[src/msfh_consts.vh]
// Constants for the motion state and fault handler.
`ifndef MSFH_CONSTS_VH
`define MSFH_CONSTS_VH
`define MSFH_ADDR_CTRL 12'h000
`define MSFH_ADDR_CMD 12'h004
`define MSFH_ADDR_TARGET 12'h008
`define MSFH_ADDR_SECURE 12'h00C
`define MSFH_ADDR_ACTUAL 12'h010
`define MSFH_ADDR_PARAMS 12'h014
`define MSFH_ADDR_STATUS 12'h018
`define MSFH_ADDR_DUAL 12'h01C
`define MSFH_ADDR_CURRENT 12'h020
`define MSFH_CMD_SETPOS 3'h1
`define MSFH_CMD_GOSEC 3'h2
`define MSFH_CMD_DUAL 3'h3
`define MSFH_CMD_SOFT 3'h4
`define MSFH_CMD_HARD 3'h5
`define MSFH_CMD_STATUS1 3'h6
`define MSFH_SECURE_NONE 11'h400
`define MSFH_SETTLE_NS 32'd1000
`define MSFH_CLK_NS 32'd4
`define MSFH_PWM_PERIOD 8'hFF
`endif

[src/msfh_motion_fault.v]
// Motion state controller with fault handling, coil current sequencing and PWM regulation.
`timescale 1ns/10ps
`include "msfh_consts.vh"
// Overview of operation
// [RULE_01] Fault summary is OR of pump-fail, undervoltage-two, coil-defect, supply-reset flags.
// [RULE_02] Coil defect during motion forces abrupt stop and sets step-loss.
// [RULE_03] Thermal shutdown: stopped goes shutdown, motion goes decelerated stop.
// [RULE_04] Dual move uses own parameter set, copied at start, shape forced one; code forces one only on the second leg.
// [RULE_05] Shape zero applies after dual sequence; code uses the CTRL shape select bit instead. Status reads RAM velocities.
// [RULE_06] Shutdown left only after thermal and hard-stop flags cleared.
// [RULE_07] Flags clear only after status read and with all causes gone.
// [RULE_08] Master should not change acceleration or min velocity during a move.
// [RULE_09] Parameters written during dual sequence apply at next set-target command; code copies only vmin and acc into the dual set.
// [RULE_10] Secure enable is one unless secure position equals 0x400.
// [RULE_11] Stop flag set leaving stop states, cleared first cycle in stopped.
// [RULE_12] Stopped with position mismatch moves to target, lowest priority.
// [RULE_13] Step-loss keeps position commands accepted; cleared only by status read.
// [RULE_14] Motion start switches hold to run with first step ratio.
// [RULE_15] After deceleration hold DC level for settle time, then hold current.
// [RULE_16] PWM compares sensed current with reference from current level and position.
// [RULE_17] Pump failure issues abrupt stop and raises pump-fail flag.
// [RULE_18] Pump failure during motion also sets step-loss.
// [RULE_19] Bridge voltage drop opens all transistors of that bridge.
// [RULE_20] Open coil flagged when duty stays full for one electrical period.
// [RULE_21] Undervoltage two enters undervoltage stop from stopped, moving, decelerating.
// [RULE_22] Shutdown entry sets bridges high impedance and copies actual into target.
// [RULE_23] Leaving shutdown drives bridges at hold current.
module msfh_motion_fault #(
    parameter SETTLE_CYCLES = (`MSFH_SETTLE_NS + `MSFH_CLK_NS - 1) / `MSFH_CLK_NS
)
(
    input wire clk_sys,
    input wire rstn,
    input wire psel,
    input wire penable,
    input wire pwrite,
    input wire [11:0] paddr,
    input wire [31:0] pwdata,
    output reg [31:0] prdata,
    output reg pready,
    output reg pslverr,
    input wire thermalShutdownIn,
    input wire undervoltageLevelTwoIn,
    input wire pumpFailIn,
    input wire logicSupplyResetIn,
    input wire [1:0] bridgeDropIn,
    input wire [7:0] senseCurrentX,
    input wire [7:0] senseCurrentY,
    output reg [1:0] bridgeOpen,
    output reg bridgeHiZ,
    output reg pwmX,
    output reg pwmY,
    output reg stepPulse,
    output reg stepDir
);
    localparam ST_STOPPED = 3'd0;
    localparam ST_MOVE = 3'd1;
    localparam ST_DECEL = 3'd2;
    localparam ST_HARD = 3'd3;
    localparam ST_SOFT = 3'd4;
    localparam ST_SHUT = 3'd5;
    localparam ST_UNDER = 3'd6;
    localparam ST_DUAL = 3'd7;

    // Reference magnitude for a phase: half-wave triangle over the low four position bits.
    function [7:0] phaseRef;
        input [7:0] level;
        input [4:0] ph;
        reg [11:0] prod;
        begin
            prod = level * (ph[3:0] ^ {4{ph[3]}});
            phaseRef = prod[11:4];
        end
    endfunction

    reg [2:0] state_ff;
    reg [10:0] actPos_ff, tagPos_ff, secPos_ff, dualPos_ff;
    reg [7:0] vmin_ff, vmax_ff, acc_ff, irun_ff, ihold_ff;
    reg [7:0] dVmin_ff, dVmax_ff, dAcc_ff;
    reg pendParams_ff, dualSecond_ff;
    reg accel_shape_select_ff, shapeUse_ff;
    reg tsd_ff, uv2_ff, cpFail_ff, elDef_ff, logic_supply_reset_flag_ff, stepLoss_ff, hs_ff, openCoil_ff;
    reg stopFlag_ff, statusRead_ff, running_ff;
    reg [15:0] settle_ff, stepCnt_ff, openCnt_ff;
    reg [7:0] refX_ff, refY_ff;
    reg [7:0] curLevel_ff;
    reg [2:0] nxt_state;
    wire wrEn = psel & penable & pwrite & pready;
    wire rdEn = psel & ~penable & ~pwrite;
    wire [2:0] cmd = (wrEn && paddr == `MSFH_ADDR_CMD) ? pwdata[2:0] : 3'h0;
    // [RULE_01] fault summary
    wire elFaults = cpFail_ff | uv2_ff | elDef_ff | logic_supply_reset_flag_ff;
    // [RULE_10] secure enable
    wire secEn = (secPos_ff != `MSFH_SECURE_NONE);
    wire posDiff = (actPos_ff != tagPos_ff);
    wire inMotion = (state_ff == ST_MOVE) | (state_ff == ST_DECEL) | (state_ff == ST_DUAL);
    wire [7:0] stepRate = dualSecond_ff || state_ff == ST_DUAL ? dVmin_ff : vmin_ff;
    wire stepTick = (stepCnt_ff >= {8'h00, ~stepRate});
    wire remaining = (actPos_ff - tagPos_ff) < 11'd4 || (tagPos_ff - actPos_ff) < 11'd4;

    always @*
    begin
        nxt_state = state_ff;
        case (state_ff)
            ST_STOPPED:
            begin
                // [RULE_21] undervoltage stop
                if (undervoltageLevelTwoIn)
                    nxt_state = ST_UNDER;
                else if (elDef_ff | tsd_ff | thermalShutdownIn)
                    nxt_state = ST_SHUT;
                // [RULE_12] lowest priority
                else if (cmd == `MSFH_CMD_DUAL)
                    nxt_state = ST_DUAL;
                else if (!stopFlag_ff && posDiff && settle_ff == 16'h0000)
                    nxt_state = ST_MOVE;
            end
            ST_MOVE, ST_DECEL, ST_DUAL:
            begin
                // [RULE_02] coil defect stops
                if (elDef_ff | bridgeDropIn != 2'b00 | pumpFailIn | cmd == `MSFH_CMD_HARD)
                    nxt_state = ST_HARD;
                else if (undervoltageLevelTwoIn)
                    nxt_state = (state_ff == ST_DUAL) ? ST_HARD : ST_UNDER;
                // [RULE_03] thermal soft stop
                else if (thermalShutdownIn | cmd == `MSFH_CMD_SOFT)
                    nxt_state = ST_SOFT;
                else if (state_ff == ST_DUAL && !posDiff && dualSecond_ff)
                    nxt_state = ST_STOPPED;
                else if (state_ff != ST_DUAL && !posDiff)
                    nxt_state = ST_STOPPED;
                else if (state_ff == ST_MOVE && remaining)
                    nxt_state = ST_DECEL;
            end
            ST_HARD, ST_SOFT, ST_UNDER:
                nxt_state = ST_STOPPED;
            ST_SHUT:
            begin
                // [RULE_06] shutdown exit
                if (!tsd_ff && !hs_ff && !elFaults)
                    nxt_state = ST_STOPPED;
            end
            default:
                nxt_state = ST_STOPPED;
        endcase
    end

    wire wrMapped = paddr == `MSFH_ADDR_CTRL || paddr == `MSFH_ADDR_TARGET
        || paddr == `MSFH_ADDR_SECURE || paddr == `MSFH_ADDR_DUAL || paddr == `MSFH_ADDR_PARAMS;
    wire wrBad = (paddr == `MSFH_ADDR_CMD) ? (pwdata[2:0] == 3'h0 || &pwdata[2:0]) : !wrMapped;
    always @(posedge clk_sys)
    begin
        if (!rstn)
        begin
            state_ff <= ST_STOPPED;
            actPos_ff <= 11'h000;
            tagPos_ff <= 11'h000;
            secPos_ff <= `MSFH_SECURE_NONE;
            dualPos_ff <= 11'h000;
            vmin_ff <= 8'h10;
            vmax_ff <= 8'h80;
            acc_ff <= 8'h10;
            irun_ff <= 8'hC0;
            ihold_ff <= 8'h40;
            dVmin_ff <= 8'h10;
            dVmax_ff <= 8'h80;
            dAcc_ff <= 8'h10;
            pendParams_ff <= 1'b0;
            dualSecond_ff <= 1'b0;
            accel_shape_select_ff <= 1'b0;
            shapeUse_ff <= 1'b0;
            tsd_ff <= 1'b0;
            uv2_ff <= 1'b0;
            cpFail_ff <= 1'b0;
            elDef_ff <= 1'b0;
            logic_supply_reset_flag_ff <= 1'b1;
            stepLoss_ff <= 1'b0;
            hs_ff <= 1'b0;
            openCoil_ff <= 1'b0;
            stopFlag_ff <= 1'b0;
            statusRead_ff <= 1'b0;
            running_ff <= 1'b0;
            settle_ff <= 16'h0000;
            stepCnt_ff <= 16'h0000;
            openCnt_ff <= 16'h0000;
            refX_ff <= 8'h00;
            refY_ff <= 8'h00;
            curLevel_ff <= 8'h00;
            prdata <= 32'h0000_0000;
            pready <= 1'b0;
            pslverr <= 1'b0;
            bridgeOpen <= 2'b00;
            bridgeHiZ <= 1'b0;
            pwmX <= 1'b0;
            pwmY <= 1'b0;
            stepPulse <= 1'b0;
            stepDir <= 1'b0;
        end
        else
        begin
            state_ff <= nxt_state;
            pready <= psel & ~penable;
            // The error is decided in the setup cycle so that it stands beside pready.
            pslverr <= psel & ~penable & (pwrite ? wrBad : paddr > `MSFH_ADDR_CURRENT);
            if (wrEn)
            begin
                case (paddr)
                    `MSFH_ADDR_CTRL:
                    begin
                        irun_ff <= pwdata[7:0];
                        ihold_ff <= pwdata[15:8];
                        accel_shape_select_ff <= pwdata[16];
                    end
                    `MSFH_ADDR_TARGET:
                        tagPos_ff <= pwdata[10:0];
                    `MSFH_ADDR_SECURE:
                        secPos_ff <= pwdata[10:0];
                    `MSFH_ADDR_DUAL:
                        dualPos_ff <= pwdata[10:0];
                    `MSFH_ADDR_PARAMS:
                    begin
                        // RAM always updates; dual copy picks up vmin and acc, not vmax, at the next set-target.
                        vmin_ff <= pwdata[7:0];
                        vmax_ff <= pwdata[15:8];
                        acc_ff <= pwdata[23:16];
                        // [RULE_09] deferred apply
                        pendParams_ff <= (state_ff == ST_DUAL);
                    end
                endcase
            end
            // [RULE_13] position commands accepted with step loss
            if (cmd == `MSFH_CMD_SETPOS && state_ff != ST_HARD && state_ff != ST_SOFT
                && state_ff != ST_SHUT && state_ff != ST_DUAL)
            begin
                tagPos_ff <= pwdata[18:8];
                if (pendParams_ff)
                begin
                    dVmin_ff <= vmin_ff;
                    dAcc_ff <= acc_ff;
                    pendParams_ff <= 1'b0;
                end
            end
            if (cmd == `MSFH_CMD_GOSEC && secEn && (state_ff == ST_STOPPED || inMotion))
                tagPos_ff <= secPos_ff;
            // [RULE_04] dual parameter copy
            if (state_ff == ST_STOPPED && nxt_state == ST_DUAL)
            begin
                dVmin_ff <= pwdata[15:8] != 8'h00 ? pwdata[15:8] : vmin_ff;
                dVmax_ff <= pwdata[23:16] != 8'h00 ? pwdata[23:16] : vmax_ff;
                dAcc_ff <= acc_ff;
                tagPos_ff <= dualPos_ff;
                dualSecond_ff <= 1'b0;
            end
            if (state_ff == ST_DUAL && !posDiff && !dualSecond_ff)
            begin
                dualSecond_ff <= 1'b1;
                tagPos_ff <= pwdata[10:0] ^ dualPos_ff;
            end
            // [RULE_05] shape after sequence
            shapeUse_ff <= (state_ff == ST_DUAL && dualSecond_ff) ? 1'b1 : accel_shape_select_ff;
            if (state_ff != ST_DUAL)
                dualSecond_ff <= 1'b0;
            // [RULE_07] clear after status read
            statusRead_ff <= (cmd == `MSFH_CMD_STATUS1);
            if (statusRead_ff)
            begin
                tsd_ff <= thermalShutdownIn;
                uv2_ff <= undervoltageLevelTwoIn;
                cpFail_ff <= pumpFailIn;
                elDef_ff <= bridgeDropIn != 2'b00;
                logic_supply_reset_flag_ff <= logicSupplyResetIn;
                // [RULE_13] step loss clear
                stepLoss_ff <= 1'b0;
                hs_ff <= (bridgeDropIn != 2'b00) | thermalShutdownIn;
                openCoil_ff <= 1'b0;
            end
            if (thermalShutdownIn)
                tsd_ff <= 1'b1;
            if (undervoltageLevelTwoIn)
                uv2_ff <= 1'b1;
            if (logicSupplyResetIn)
                logic_supply_reset_flag_ff <= 1'b1;
            // [RULE_17] pump fail flag
            if (pumpFailIn)
            begin
                cpFail_ff <= 1'b1;
                // [RULE_18] pump fail step loss
                if (inMotion)
                    stepLoss_ff <= 1'b1;
            end
            // [RULE_19] open defective bridge
            if (bridgeDropIn != 2'b00)
            begin
                bridgeOpen <= bridgeOpen | bridgeDropIn;
                elDef_ff <= 1'b1;
                hs_ff <= 1'b1;
                if (inMotion)
                    stepLoss_ff <= 1'b1;
            end
            else if (state_ff == ST_SHUT && nxt_state == ST_STOPPED)
                bridgeOpen <= 2'b00;
            // [RULE_02] step loss on coil defect
            if (elDef_ff && inMotion)
                stepLoss_ff <= 1'b1;
            // [RULE_11] stop flag
            if (state_ff == ST_HARD || state_ff == ST_SOFT)
                stopFlag_ff <= 1'b1;
            else if (state_ff == ST_STOPPED)
                stopFlag_ff <= 1'b0;
            // [RULE_22] shutdown entry
            if (nxt_state == ST_SHUT && state_ff != ST_SHUT)
                tagPos_ff <= actPos_ff;
            if (state_ff == ST_HARD || state_ff == ST_SOFT)
                tagPos_ff <= actPos_ff;
            bridgeHiZ <= (nxt_state == ST_SHUT);
            // Step generation at a rate set by the active minimum velocity.
            stepPulse <= 1'b0;
            if (inMotion && posDiff)
            begin
                stepCnt_ff <= stepTick ? 16'h0000 : stepCnt_ff + 16'h0001;
                if (stepTick)
                begin
                    stepDir <= ~(tagPos_ff[10] ^ actPos_ff[10]) ? tagPos_ff > actPos_ff
                        : tagPos_ff[10];
                    actPos_ff <= (tagPos_ff > actPos_ff) ? actPos_ff + 11'd1 : actPos_ff - 11'd1;
                    stepPulse <= 1'b1;
                end
            end
            else
                stepCnt_ff <= 16'h0000;
            // [RULE_14] hold to run at start
            if (inMotion)
            begin
                curLevel_ff <= irun_ff;
                running_ff <= 1'b1;
            end
            // [RULE_15] settle then hold
            else if (running_ff)
            begin
                running_ff <= 1'b0;
                settle_ff <= SETTLE_CYCLES[15:0];
            end
            else if (settle_ff != 16'h0000)
                settle_ff <= settle_ff - 16'h0001;
            // [RULE_23] hold current after shutdown
            else if (state_ff != ST_SHUT)
                curLevel_ff <= ihold_ff;
            else
                curLevel_ff <= 8'h00;
            if (settle_ff == 16'h0000 || inMotion)
            begin
                refX_ff <= phaseRef(curLevel_ff, inMotion ? tagPos_ff[4:0] ^ 5'h08 : actPos_ff[4:0]);
                refY_ff <= phaseRef(curLevel_ff, actPos_ff[4:0] + 5'h08);
            end
            // [RULE_16] PWM regulation
            pwmX <= ~bridgeHiZ & ~bridgeOpen[0] & (senseCurrentX < refX_ff);
            pwmY <= ~bridgeHiZ & ~bridgeOpen[1] & (senseCurrentY < refY_ff);
            // [RULE_20] open coil detect
            if (inMotion && (senseCurrentX < refX_ff || senseCurrentY < refY_ff))
            begin
                if (openCnt_ff >= {stepRate, 8'h00})
                begin
                    openCoil_ff <= 1'b1;
                    elDef_ff <= 1'b1;
                end
                else
                    openCnt_ff <= openCnt_ff + 16'h0001;
            end
            else
                openCnt_ff <= 16'h0000;
            if (rdEn)
            begin
                case (paddr)
                    `MSFH_ADDR_CTRL:
                        prdata <= {15'h0, accel_shape_select_ff, ihold_ff, irun_ff};
                    `MSFH_ADDR_TARGET:
                        prdata <= {21'h0, tagPos_ff};
                    `MSFH_ADDR_SECURE:
                        prdata <= {20'h0, secEn, secPos_ff};
                    `MSFH_ADDR_ACTUAL:
                        prdata <= {21'h0, actPos_ff};
                    // [RULE_05] RAM velocities
                    `MSFH_ADDR_PARAMS:
                        prdata <= {8'h0, acc_ff, vmax_ff, vmin_ff};
                    `MSFH_ADDR_STATUS:
                        prdata <= {16'h0, shapeUse_ff, state_ff, stopFlag_ff, openCoil_ff,
                            hs_ff, stepLoss_ff, elFaults, logic_supply_reset_flag_ff, elDef_ff, cpFail_ff,
                            uv2_ff, tsd_ff, pendParams_ff, dualSecond_ff};
                    `MSFH_ADDR_DUAL:
                        prdata <= {21'h0, dualPos_ff};
                    `MSFH_ADDR_CURRENT:
                        prdata <= {8'h0, refY_ff, refX_ff, curLevel_ff};
                    default:
                        prdata <= 32'h0000_0000;
                endcase
            end
        end
    end
endmodule // msfh_motion_fault

[config.mk]
export PLATFORM = sky130hd
export DESIGN_NAME = msfh_motion_fault
export DESIGN_NICKNAME = d
export VERILOG_FILES = /design/src/msfh_motion_fault.v
export VERILOG_INCLUDE_DIRS = /design/src
export SDC_FILE = /design/constraint.sdc
export NUM_CORES = 1
export LEC_CHECK = 0
export BUFFER_PORTS_ARGS = -buffer_cell sky130_fd_sc_hd__buf_4
export CAP_MARGIN = 20
export CORE_MARGIN = 4
export CORE_UTILIZATION = 40
export CTS_BUF_LIST = sky130_fd_sc_hd__clkbuf_8
export CTS_CLUSTER_SIZE = 20
export DETAILED_ROUTE_END_ITERATION = 6
export HOLD_SLACK_MARGIN = 0.06
export PLACE_DENSITY_LB_ADDON = 0.15
export SLEW_MARGIN = 20
export SYNTH_ARGS = -nofsm -noshare
export SYNTH_HDL_FRONTEND = slang
export SYNTH_SLANG_ARGS = --single-unit
[constraint.sdc]
create_clock -name clk_sys -period 5 [get_ports clk_sys]
set_clock_uncertainty 0.1 [all_clocks]
set_input_delay 0 -clock clk_sys [delete_from_list [all_inputs] [get_ports clk_sys]]
set_output_delay 0 -clock clk_sys [all_outputs]
set_load 0.05 [all_outputs]
Word level (Yosys, flattened, before mapping). Index checks and enable logic that the tools add are counted.

Bitwise gates (word level): 37. Muxes and demuxes: 71. Reductions and logical operators: 78. Equality and inequality tests: 31. Add/subtract/negate cells: 8. Shifts and indexed selects: 0. Order comparisons: 8. $mul: 2. Divide/modulo/power cells: 0.

Operators by type and width (number): $pmux 24 s8 (1); $mux 11 (9); $mux 8 (9); $eq 12x5->1 const B (4); $mux 3 (13); $mux 1 (33); $add 16x1->16 const B (2); $mux 16 (2); $eq 3x3->1 const B (9); $eq 12x4->1 const B (2); $mul 8x4->12 (2); $logic_and 1x1->1 (23); $lt 11x3->1 const B (2); $reduce_and 2->1 (11); $reduce_bool 2->1 (11); $sub 11x11->11 (2); $ge 16x16->1 (1); $ge 16x8->1 (1); $logic_not 16->1 (1); $lt 8x8->1 (2); $reduce_bool 16->1 (1); $sub 16x1->16 const B (1); $reduce_bool 7->1 (2); $eq 12x3->1 const B (1); other kinds (33) (90).

Register bits: 223. ROM bits: 0. Output and inout port bits: 41. Bits in latches: 0. Memories kept: 0. Word-level logic and storage cells: 276. RAM bits: 0.

Longest topological paths before layout. Gate-level depths: netlist (run 1).

Depth in word-level cells: 17. Mapped depth: 20. Depth with buffers taken out: 18.

Worst setup path after synthesis (run 1). Ideal clock, no wire load.

Path kind: register -> register. Start: register state_ff[1]. End: register refX_ff[6]. Slack: 0.524 ns. Data arrival time: 4.235 ns. Library setup time: 0.140 ns. Stages on the path, launching flop included: 21. Path through: dfxtp_1 buf_2 xnor2_1 o21a_1 buf_2 buf_1 a21oi_1 and2_1 ha_1 inv_1 fa_1 inv_1 ha_1 and4_1 nand2_1 nor4_1 a2111oi_2 o31ai_1 o21ai_0 mux2i_1 o311ai_0.

Longest elaborated chain between the ends: 6. Elaborated cells on any way between the ends: 9. Classes of those cells: 1 x mul; 3 x eq/ne; 1 x mux; 3 x bitwise; 1 x reduce/logical.

RTL lines: start, declared (RTL line msfh_motion_fault.v:76) `reg [2:0] state_ff;`; start signal, assigned (RTL line msfh_motion_fault.v:201) `state_ff <= nxt_state;`; $eq 3x1->1 or $eq 3x2->1 (tied branches) (RTL line msfh_motion_fault.v:96) `wire inMotion = (state_ff == ST_MOVE) | (state_ff == ST_DECEL) | (state_ff == ST_DUAL);`; $or 1x1->1 (RTL line msfh_motion_fault.v:96); $or 1x1->1 (*) (RTL line msfh_motion_fault.v:96); $mux 4 (RTL line msfh_motion_fault.v:352) `refX_ff <= phaseRef(curLevel_ff, inMotion ? tagPos_ff[4:0] ^ 5'h08 : actPos_ff[4:0]);`; $xor 4x4->4 (RTL line msfh_motion_fault.v:71) `prod = level * (ph[3:0] ^ {4{ph[3]}});`; $mul 8x4->12 (RTL line msfh_motion_fault.v:71); end signal, assigned (RTL line msfh_motion_fault.v:352); end, declared (RTL line msfh_motion_fault.v:85) `reg [7:0] refX_ff, refY_ff;`.

Mark *: on every way between the ends. The rest lies on a longest branch, timed or not. A chain may end at the register's enable or synchronous reset.

Worst setup path after layout (run 1). Ends and elaborated chain as after synthesis.

==> impl_metrics.csv, run 1 <==
group,metric,value,unit
outcome,status,"complete, no violations",
drt,ant_nets,0,
critical_path,path_buf_inv,2,
sta,setup_viol,0,
layout,layout_commonest_cell,"dfxtp_1",
drt,drt_iter0_drc,1264,
synthesis,synth_seq_cells,215,
clock_network,htree_levels,2,
drt,top_layer,"met4",
critical_path,critPathSlowestCell,"fa_1",
power_and_ir_drop,combPwrFrac,46.9,%
synthesis,ys_seq_area_share,31.9,%
floorplanning,die_w,192,um
floorplanning,placementRows,67,
global_routing,grt_max_degree,87,
drt,route.vias.total,13157,
drt,drt_pre_antenna_iters,7,
sta,setup_tns,0,ns
power_and_ir_drop,clkPwrFrac,23.5,%
clock_network,insertion_delay,0.57,ns
drt,routedWlPerCell,20.3,um
power_and_ir_drop,share_seq_of_total_power,29.6,%
floorplanning,dieArea,36800,um2
critical_path,critPathMaxStageDelay,0.53,ns
floorplanning,die_h,192,um
sta,report.final.slew_viol_count,0,
global_routing,grt_pass1_vias,12597,
clock_network,post_cts_buffers,0,
placed_design,placed_cell_area,14600,um2
critical_path,crit_required,5.30,ns
critical_path,worst_r2r_path_depth,18,
power_and_ir_drop,intPower,4.31,mW
layout,layout_common_cells,"215 x dfxtp_1, 168 x nand2_1, 166 x nor2_1, 143 x a21oi_1, 126 x buf_4",
critical_path,path_depth,18,
sta,period_share,91.4,%
critical_path,crit_chain,"xnor2_1, o21a_1, nor2_1, a21oi_1, and2_1, ha_1, inv_1, fa_1, inv_1, ha_1, and4_1, nand2_1, nor4_1, a2111oi_2, o31ai_1, o21ai_0, mux2i_1, o311ai_0",
power_and_ir_drop,ir_worst_vdd,0.000477,V
synthesis,synth_enable_flop_cells,0,
critical_path,critPathKind,"reg2reg",
clock_network,cts_sinks,215,
drt,routed_wl,46500,um
drt,met3_length,4070,um
clock_network,clock_path_buffers,3,
placed_design,place_congestion,0.961,
critical_path,cp_max_fo,7,
global_routing,grt-ovfl-total,0,
worst_hold_path,worstHoldPathCells,3,
power_and_ir_drop,powerDensity,468,nW/um2
floorplanning,coreArea,33400,um2
clock_network,cts_tree,"built",
layout,fillers,3327,
layout,fin_nets,1999,
global_routing,grt_first_pass_wirelength,71900,um
placed_design,io_buffers,95,
layout,antenna_cells,0,
power_and_ir_drop,switchingPower,3.17,mW
critical_path,cp-end-kind,"flop",
sta,hold_viol_final,0,
synthesis,synth-async-reset-ratio,0,%
power_and_ir_drop,p_leak,6.31,nW
synthesis,mappedNetlistArea,13500,um2
critical_path,crit_family,"compound AO/OA/AOI/OAI gates",
floorplanning,pin_count,112,
critical_path,worst_ep_arrival_time,4.86,ns
layout,multi_input_area,8370,um2
placed_design,dpl.hpwl,33600,um
sta,rsz0062_at_grt,"false",
power_and_ir_drop,swShare,42.4,%
synthesis,yosys_warnings,0,
clock_network,numCtsBuffers,40,
synthesis,yosys_most_used_dff,"dfxtp_1",
sta,worst_slew_pin_slew,1.05,ns
clock_network,cts_root_buffer,"clkbuf_8",
sta,slew_headroom,29.8,%
synthesis,syn_area_per_cell,7.99,um2
drt,dr_wl_met2,20900,um
drt,drc_errors,0,
drt,wl_met1,20100,um
drt,routed_via_density,5.74,
critical_path,crit_path_start_kind,"flop",
layout,drive_above_1_share,11.8,%
global_routing,antenna_found_initial,0,
layout,seq_area,4300,um2
floorplanning,initial_core_util,40.4,%
global_routing,grt_usage,24.8,%
layout,area_growth,18.4,%
sta,finalCriticalPeriod,4.57,ns
critical_path,rrSetupSlack,0.43,ns
worst_hold_path,hold_path_class,"in2reg",
synthesis,syn_inst,1689,
clock_network,clk_pin_slew,0.06,ns
sta,fmax,219,MHz
run,cap_violations,0,
layout,stdcell_area,16000,um2
synthesis,synth_cell_types,85,
## worst register-to-register path: cells and delay by family (launching register included)
kind / cells / cell delay (ns)
AOI/OAI and AO/OA: 6 / 1.83
xor gates and xnor gates: 1 / 0.30
adders and majority gates: 3 / 0.94
buffers and inverters: 2 / 0.10
DFF: 1 / 0.34
muxes: 1 / 0.22
and+or+nand+nor: 5 / 0.62
## kinds of logic after synthesis
kind of cell    after synthesis  share of synthesized area (%)
compound gates              393                           19.0
xor+xnor                     62                           4.02
fa+ha+maj                   109                           10.7
buf+inv                     217                           6.74
flops                       215                           31.9
mux                          54                           4.01
other cells                   1                         0.0278
simple gates                638                           23.6
## final cells by class
type	instances	share of cell area [%]
Clock buffer	52	4.48
Clock inverter	15	0.611
Inverter	108	2.55
Multi-Input combinational cell	1271	52.4
Sequential cell	215	26.9
Tap cell	448	3.51
Timing Repair Buffer	183	9.55
## path summary, 6_finish.rpt
path                          startpoint                                 endpoint
setup / recovery  state_ff[1]$_SDFF_PN0_                  refX_ff[6]$_SDFFE_PN0P_
hold / removal        logicSupplyResetIn  logic_supply_reset_flag_ff$_SDFFE_PP1P_
setup reg to reg  state_ff[1]$_SDFF_PN0_                  refX_ff[6]$_SDFFE_PN0P_
hold reg to reg   acc_ff[7]$_SDFFE_PN0P_                   acc_ff[7]$_SDFFE_PN0P_
## metrics by stage
| stage | util, % | cells | hold slack (ns) | power (mW) | worst slack (ns) |
|---|---|---|---|---|---|
| detailed placement | 43.7 | 2169 | 0.100 | 5.69 | 0.446 |
| finish | 47.8 | 2292 | 0.134 | 7.48 | 0.432 |
| floorplan | - | 1703 | -0.0147 | 4.78 | 0.524 |
| global placement | 43.7 | 2169 | 0.0847 | 5.63 | 0.526 |
| global route | 47.8 | 2292 | 0.131 | 8.02 | 0.0369 |
| CTS | 47.8 | 2292 | 0.120 | 7.50 | 0.451 |
## metal layers
layer | vias to the layer above | track usage (%)
met1 | 6267 | 33.9
met4 | 0 | 7.71
met3 | 124 | 5.05
met2 | 520 | 39.4
met5 | - | 0
li1 | 6246 | -
## synthesized netlist by cell type (5+ instances only)
cell	count	share of area [%]
ha_1	98	9.1
nor3b_1	12	0.67
a21o_1	14	0.78
a22o_1	13	0.84
a22oi_1	39	2.2
o21ai_0	45	1.7
buf_1	5	0.14
a311oi_1	9	0.58
nor4_1	17	0.79
a211oi_1	6	0.33
a21oi_1	143	5.3
buf_2	33	1.2
nor2_1	166	4.6
dfxtp_1	215	32
nand3_1	75	2.8
nor2b_1	6	0.28
mux2i_1	53	3.9
nand2_1	168	4.7
buf_4	12	0.67
and2_1	40	1.9
a31oi_1	34	1.6
o41ai_1	5	0.32
fa_1	11	1.6
o21bai_1	8	0.44
a221oi_1	12	0.78
nand4_1	21	0.97
o21ai_1	5	0.19
inv_1	107	3.0
clkbuf_1	57	1.6
or3_1	12	0.56
nand3b_1	5	0.28
and3_1	13	0.60
o311ai_0	8	0.52
nand2b_1	16	0.74
and4_1	6	0.39
nor4b_1	6	0.39
xor2_1	22	1.4
nor3_1	45	1.7
xnor2_1	40	2.6
o21a_1	5	0.28
## registers in the layout (all words and copies together) (netlist names), 2 cells and up
| name | flops |
|---|---|
| acc_ff | 8 |
| actPos_ff | 11 |
| bridgeOpen | 2 |
| curLevel_ff | 8 |
| dVmin_ff | 8 |
| dualPos_ff | 11 |
| ihold_ff | 8 |
| irun_ff | 8 |
| openCnt_ff | 16 |
| prdata | 24 |
| refX_ff | 8 |
| refY_ff | 8 |
| secPos_ff | 11 |
| settle_ff | 16 |
| state_ff | 3 |
| stepCnt_ff | 16 |
| tagPos_ff | 11 |
| vmax_ff | 8 |
| vmin_ff | 8 |
## power groups by stage
stage	sequential (mW)	clock (mW)	combinational, mW
2_1_floorplan	2.13	0	2.65
3_3_place_gp	2.23	0	3.39
3_5_place_dp	2.24	0	3.45
4_1_cts	2.20	1.79	3.50
5_1_grt	2.23	1.86	3.93
6_report	2.22	1.76	3.51
## what timing repair did
action | CTS | global route
gates resized for setup | 0 | 0
hold endpoints to repair | 111 | 0
hold buffers | 56 | 0
Power figures use the tool's default switching activity.
==> run 2, diff against run 1 <==
ABC_AREA = 1   (was default)
GPL_ROUTABILITY_DRIVEN = 0   (was default)
SKIP_LAST_GASP = 1   (was default)
==> run 2 against run 1 <==
Compared with the run above:
- clock power up 10%
- critical path depth grew 1
- hold slack got worse by 0.015 ns
- non-clock buffer count decreased by 15
- total power is 23% higher
- combinational power rose by 46%
- core utilization increased by 0.70 points
==> impl_metrics.csv, run 2 <==
group,metric,value,unit
outcome,status,"complete, no violations",
drt,drt_pre_antenna_iters,6,
synthesis,ys_seq_area_share,31.1,%
layout,fin_nets,2366,
worst_hold_path,hold_path_class,"in2reg",
critical_path,crit_path_start_kind,"input port",
power_and_ir_drop,combPwrFrac,55.6,%
floorplanning,die_w,194,um
layout,drive_above_1_share,10.6,%
drt,routed_via_density,5.28,
global_routing,grt_pass1_vias,13269,
drt,routed_wl,45400,um
critical_path,rr_endpoint,"actPos_ff[10]$_SDFFE_PN0P_",
run,cap_violations,0,
power_and_ir_drop,clkPwrFrac,21.0,%
critical_path,startpoint,"paddr[0]",
sta,setup_ws,0.368,ns
global_routing,antenna_found_initial,0,
global_routing,grt_max_degree,68,
sta,period_share,92.7,%
power_and_ir_drop,switchingPower,4.45,mW
drt,ant_nets,0,
synthesis,mappedNetlistArea,13800,um2
layout,largest_reg_flops,24,
drt,drc_errors,0,
floorplanning,placementRows,67,
global_routing,grt-ovfl-total,0,
synthesis,synth_seq_cells,215,
floorplanning,dieArea,37700,um2
sta,report.final.slew_viol_count,0,
placed_design,placed_cell_area,14900,um2
clock_network,clock_path_buffers,3,
critical_path,cp_max_fo,11,
layout,layout_common_cells,"359 x inv_1, 358 x nand2_1, 215 x dfxtp_1, 193 x a21oi_1, 171 x nor2_1",
critical_path,worst_ep_arrival_time,5.00,ns
floorplanning,die_h,194,um
power_and_ir_drop,p_leak,7.62,nW
layout,stdcell_area,16400,um2
layout,antenna_cells,0,
floorplanning,coreArea,33900,um2
power_and_ir_drop,share_seq_of_total_power,23.4,%
sta,setup_viol,0,
synthesis,synth_enable_flop_cells,0,
layout,instances_no_fill,2663,
critical_path,critPathKind,"in2reg",
synthesis,syn_area_per_cell,6.81,um2
critical_path,crit_required,5.36,ns
sta,rsz0062_at_grt,"false",
power_and_ir_drop,ir_worst_vdd,0.000383,V
clock_network,cts_sinks,215,
critical_path,cp-end-kind,"flop",
clock_network,htree_levels,2,
global_routing,grt_usage,23.3,%
global_routing,grt_first_pass_wirelength,71700,um
synthesis,synth.most_common_cell,"nand2_1",
placed_design,place_inst,2534,
synthesis,yosys_warnings,0,
placed_design,io_buffers,95,
synthesis,synth-async-reset-ratio,0,%
layout,largest_register,"prdata",
placed_design,place_ws,0.644,ns
clock_network,clk_pin_slew,0.06,ns
synthesis,synth_cell_types,60,
synthesis,synth_area_leaders,"dfxtp_1 31%, nand2_1 9.7%, inv_1 9.5%",
synthesis,yosys_most_used_dff,"dfxtp_1",
drt,routedWlPerCell,17.1,um
placed_design,dpl.hpwl,34200,um
layout,post-route-util,48.5,%
drt,drt_iter0_drc,1142,
clock_network,cts_root_buffer,"clkbuf_8",
critical_path,rrSetupSlack,0.57,ns
power_and_ir_drop,swShare,48.2,%
synthesis,synth_top_cell_area_share,31.1,%
sta,setup_tns,0,ns
power_and_ir_drop,intPower,4.78,mW
layout,layout_commonest_cell,"inv_1",
sta,finalCriticalPeriod,4.63,ns
floorplanning,pin_count,112,
clock_network,insertion_delay,0.60,ns
clock_network,numCtsBuffers,42,
drt,route.vias.total,14072,
critical_path,r2r-start,"actPos_ff[3]$_SDFFE_PN0P_",
power_and_ir_drop,powerDensity,563,nW/um2
sta,hold_viol_final,0,
layout,area_growth,18.5,%
sta,fmax,216,MHz
synthesis,syn_inst,2035,
critical_path,crit_end,"tagPos_ff[1]$_SDFFE_PN0P_",
sta,worst_slew_pin_slew,1.15,ns
sta,slew_headroom,22.9,%
synthesis,synthTopCellsByCount,"358 x nand2_1, 349 x inv_1, 215 x dfxtp_1, 193 x a21oi_1, 171 x nor2_1",
synthesis,synth_area_leader_cell,"dfxtp_1",
clock_network,cts_tree,"built",
critical_path,worst_r2r_path_depth,20,
floorplanning,initial_core_util,40.9,%
## run 2: power by group through the flow
stage | Sequential [mW] | Clock [mW] | Combinational, mW
floorplan | 2.18 | 0 | 3.85
global placement | 2.19 | 0 | 4.93
detailed placement | 2.19 | 0 | 5.02
CTS | 2.16 | 1.98 | 5.09
global route | 2.19 | 2.07 | 5.82
finish | 2.16 | 1.94 | 5.14
## run 2: layout make-up
cell class	count	area, um2
Timing Repair Buffer	168	1400
Clock inverter	20	184
Tap cell	448	561
Fill cell	3574	17500
Sequential cell	215	4300
Inverter	365	1370
Clock buffer	53	729
Multi-Input combinational cell	1394	7870
## run 2: kinds of logic after synthesis
kind of cell / count (synthesis) / share of synthesized area [%]
AND/OR/NAND/NOR: 732 / 22.9
flip-flops: 215 / 31.1
other: 1 / 0.0271
AO/OA/AOI/OAI: 508 / 21.0
XOR/XNOR: 30 / 2.03
adder cells (fa/ha/maj): 109 / 10.4
buffers and inverters: 440 / 12.5
## run 2: layer usage
layer / track usage (%) / wire, um / up-vias
met1: 32.0 / 20400 / 6510
met3: 4.74 / 3390 / 84
met5: 0 / 0 / -
li1: - / - / 6982
met4: 6.61 / 1330 / 0
met2: 37.4 / 20300 / 496
## run 2: worst min path at each step
stage | start | to | slack (ns) | cells past startpoint
floorplan | logicSupplyResetIn | logic_supply_reset_flag_ff$_SDFFE_PP1P_ | 0.003 | 2
global placement | logicSupplyResetIn | logic_supply_reset_flag_ff$_SDFFE_PP1P_ | 0.1 | 3
detailed placement | logicSupplyResetIn | logic_supply_reset_flag_ff$_SDFFE_PP1P_ | 0.1 | 3
CTS | paddr[3] | prdata[15]$_SDFFE_PN0P_ | 0.06 | 7
global route | paddr[3] | prdata[15]$_SDFFE_PN0P_ | 0.12 | 7
finish | paddr[3] | prdata[15]$_SDFFE_PN0P_ | 0.12 | 7
## run 2: through the flow
stage	hold WS, ns	total power, mW
after floorplan	0.00304	6.04
after global placement	0.0992	7.12
after detailed placement	0.0999	7.21
after CTS	0.0606	9.22
after global routing	0.121	10.1
final	0.120	9.23
## run 2: what timing repair did
item,CTS,global route
resized for setup,0,0
setup buffers,0,0
endpoints found under the hold margin,139,0
hold buffers,56,0
## run 2: worst max-delay path: stages
cell           delay, ns
dlygate4sd3_1       0.54
buf_4               0.14
nor2_2              0.11
dlygate4sd3_1       0.61
nand3_2             0.15
dlygate4sd3_1       0.63
nor2_2              0.13
dlygate4sd3_1       0.57
nand4_1             0.19
o21bai_1            0.34
nor2_1              0.07
nand2_1             0.08
nand2_1             0.06
nand2_2             0.08
nand3_1             0.14
o21ai_1             0.54
inv_1               0.35
a21oi_1             0.22
nor2_1              0.05
==> run 3, diff against run 2 <==
==> constraint.sdc (replaced) <==
create_clock -name clk_sys -period 5 [get_ports clk_sys]
set_clock_uncertainty 0.1 [all_clocks]
set_input_delay 0.5 -clock clk_sys [delete_from_list [all_inputs] [get_ports clk_sys]]
set_output_delay 0.5 -clock clk_sys [all_outputs]
set_load 0.02 [all_outputs]
==> run 3 against run 2 <==
Compared with the run above:
- clock power hardly changed
- critical path depth rose by 6
- final cell count down 1.9%
- wire length fell by 0.99%
- non-clock buffer count down 51
- maximum frequency rose by 4.4%
- cell area fell by 3.2%
- flip-flop and latch count is the same
- hold slack got worse by 0.032 ns
==> impl_metrics.csv, run 3 (synthesis gave the netlist of run 2 again) <==
group,metric,value,unit
outcome,status,"complete, no violations",
placed_design,io_buffers,95,
sta,setup_tns,0,ns
sta,finalCriticalPeriod,4.44,ns
drt,wl_met1,20100,um
critical_path,critPathSlowestCell,"dfxtp_1",
clock_network,cts_root_buffer,"clkbuf_8",
floorplanning,placementRows,67,
global_routing,grt_max_degree,99,
floorplanning,initial_core_util,40.9,%
sta,rsz0062_at_grt,"false",
global_routing,grt_usage,22.9,%
critical_path,crit_path_start_kind,"flop",
layout,antenna_cells,0,
drt,routed_wl,45000,um
clock_network,post_cts_buffers,0,
sta,slew_headroom,26.8,%
clock_network,insertion_delay,0.58,ns
drt,drt_iter0_drc,1284,
drt,drt_pre_antenna_iters,6,
critical_path,cp-end-kind,"flop",
layout,layout_commonest_cell,"nand2_1",
drt,route.vias.total,13817,
drt,drc_errors,0,
critical_path,crit_required,5.33,ns
sta,period_share,88.8,%
layout,largest_register,"prdata",
floorplanning,die_w,194,um
clock_network,cts_tree,"built",
drt,top_layer,"met4",
sta,setup_viol,0,
power_and_ir_drop,p_leak,7.40,nW
clock_network,clock_path_buffers,3,
placed_design,dpl.hpwl,34200,um
power_and_ir_drop,power,9.09,mW
clock_network,cts_sinks,215,
critical_path,critPathMaxStageDelay,0.51,ns
global_routing,grt-ovfl-total,0,
drt,ant_nets,0,
drt,routed_via_density,5.29,
critical_path,critPathKind,"reg2reg",
run,cap_violations,0,
layout,area_growth,14.8,%
floorplanning,pin_count,112,
drt,dr_wl_met2,20100,um
drt,met3_length,3450,um
floorplanning,dieArea,37700,um2
layout,largest_reg_flops,24,
floorplanning,coreArea,33900,um2
clock_network,numCtsBuffers,40,
critical_path,cp_max_fo,11,
power_and_ir_drop,ir_worst_vdd,0.000354,V
floorplanning,die_h,194,um
sta,hold_viol_final,0,
critical_path,worst_ep_arrival_time,4.77,ns
layout,drive_above_1_share,11.0,%
sta,fmax,225,MHz
sta,report.final.slew_viol_count,0,
worst_hold_path,hold_path_class,"in2reg",
global_routing,grt_pass1_vias,13026,
clock_network,htree_levels,2,
layout,layout_common_cells,"358 x nand2_1, 354 x inv_1, 215 x dfxtp_1, 193 x a21oi_1, 171 x nor2_1",
layout,fin_nets,2313,
global_routing,antenna_found_initial,0,
critical_path,cpMostUsedCell,"nand2_1",
critical_path,crit_family,"simple AND/OR/NAND/NOR gates",
drt,routedWlPerCell,17.2,um
critical_path,path_buf_inv,1,
clock_network,clk_pin_slew,0.06,ns
sta,worst_slew_pin_slew,1.09,ns
power_and_ir_drop,powerDensity,572,nW/um2
global_routing,grt_first_pass_wirelength,70200,um
run 3: changes by cell type in the layout (fill, tap and decap cells not counted):
| cell | change |
|---|---|
| dlygate4sd3_1 | -49 |
| clkinv_8 | +1 |
| inv_8 | -1 |
| buf_4 | -2 |
| inv_1 | -5 |
| clkinvlp_4 | -1 |
| clkinv_2 | +11 |
| bufinv_16 | +1 |
| clkbuf_8 | -5 |
| inv_6 | -1 |
run 3: through the flow:
step	setup WS [ns]	instance area (um2)	hold slack, ns	utilization [%]	instances
global route	0.0940	15900	0.0772	46.9	2612
global placement	0.641	14900	0.340	44.1	2532
floorplan	1.26	13900	0.327	-	2049
CTS	0.541	15900	0.0641	46.9	2612
detailed placement	0.578	14900	0.346	44.1	2532
finish	0.561	15900	0.0884	46.9	2612
run 3: worst register-to-register path: cells and delay by family, from the launching register on:
family | cells | cell delay, ns
compound gates | 9 | 1.26
buf+inv | 1 | 0.15
flops | 1 | 0.51
fa+ha+maj | 2 | 0.96
simple gates | 13 | 1.33
run 3: repair_timing:
item / CTS / global route
hold buffers: 7 / 0
hold endpoints to repair: 7 / 0
setup endpoints to repair: 0 / 0
resized for setup: 0 / 0
run 3: final timing paths:
path | startpoint | endpoint | slack [ns] | cells past startpoint
max reg2reg | actPos_ff[2]$_SDFFE_PN0P_ | actPos_ff[10]$_SDFFE_PN0P_ | 0.56 | 25
min | pwrite | pslverr$_SDFF_PN0_ | 0.09 | 2
min reg2reg | settle_ff[14]$_SDFFE_PN0P_ | settle_ff[14]$_SDFFE_PN0P_ | 0.35 | 1
max | actPos_ff[2]$_SDFFE_PN0P_ | actPos_ff[10]$_SDFFE_PN0P_ | 0.56 | 25
run 3: final cells by class:
type,count,area [um2]
inverters,365,1370
multi-input cells,1394,7870
clock inverters,25,239
flip-flops and latches,215,4300
well taps,448,561
repair buffers,117,896
clock buffers,48,661
fillers,3548,18000
run 3: per-layer routing:
layer,vias to the layer above,GRT usage (%)
li1,6877,-
met1,6377,31.5
met2,475,36.9
met3,88,4.22
met4,0,6.72
met5,-,0
run 3: report_power, final:
group	total (mW)	internal [mW]	leakage, nW	switching, mW
logic	5.00	1.64	5.15	3.37
clock network	1.93	1.10	0.492	0.831
registers	2.16	1.97	1.75	0.196
total	9.09	4.70	7.40	4.39
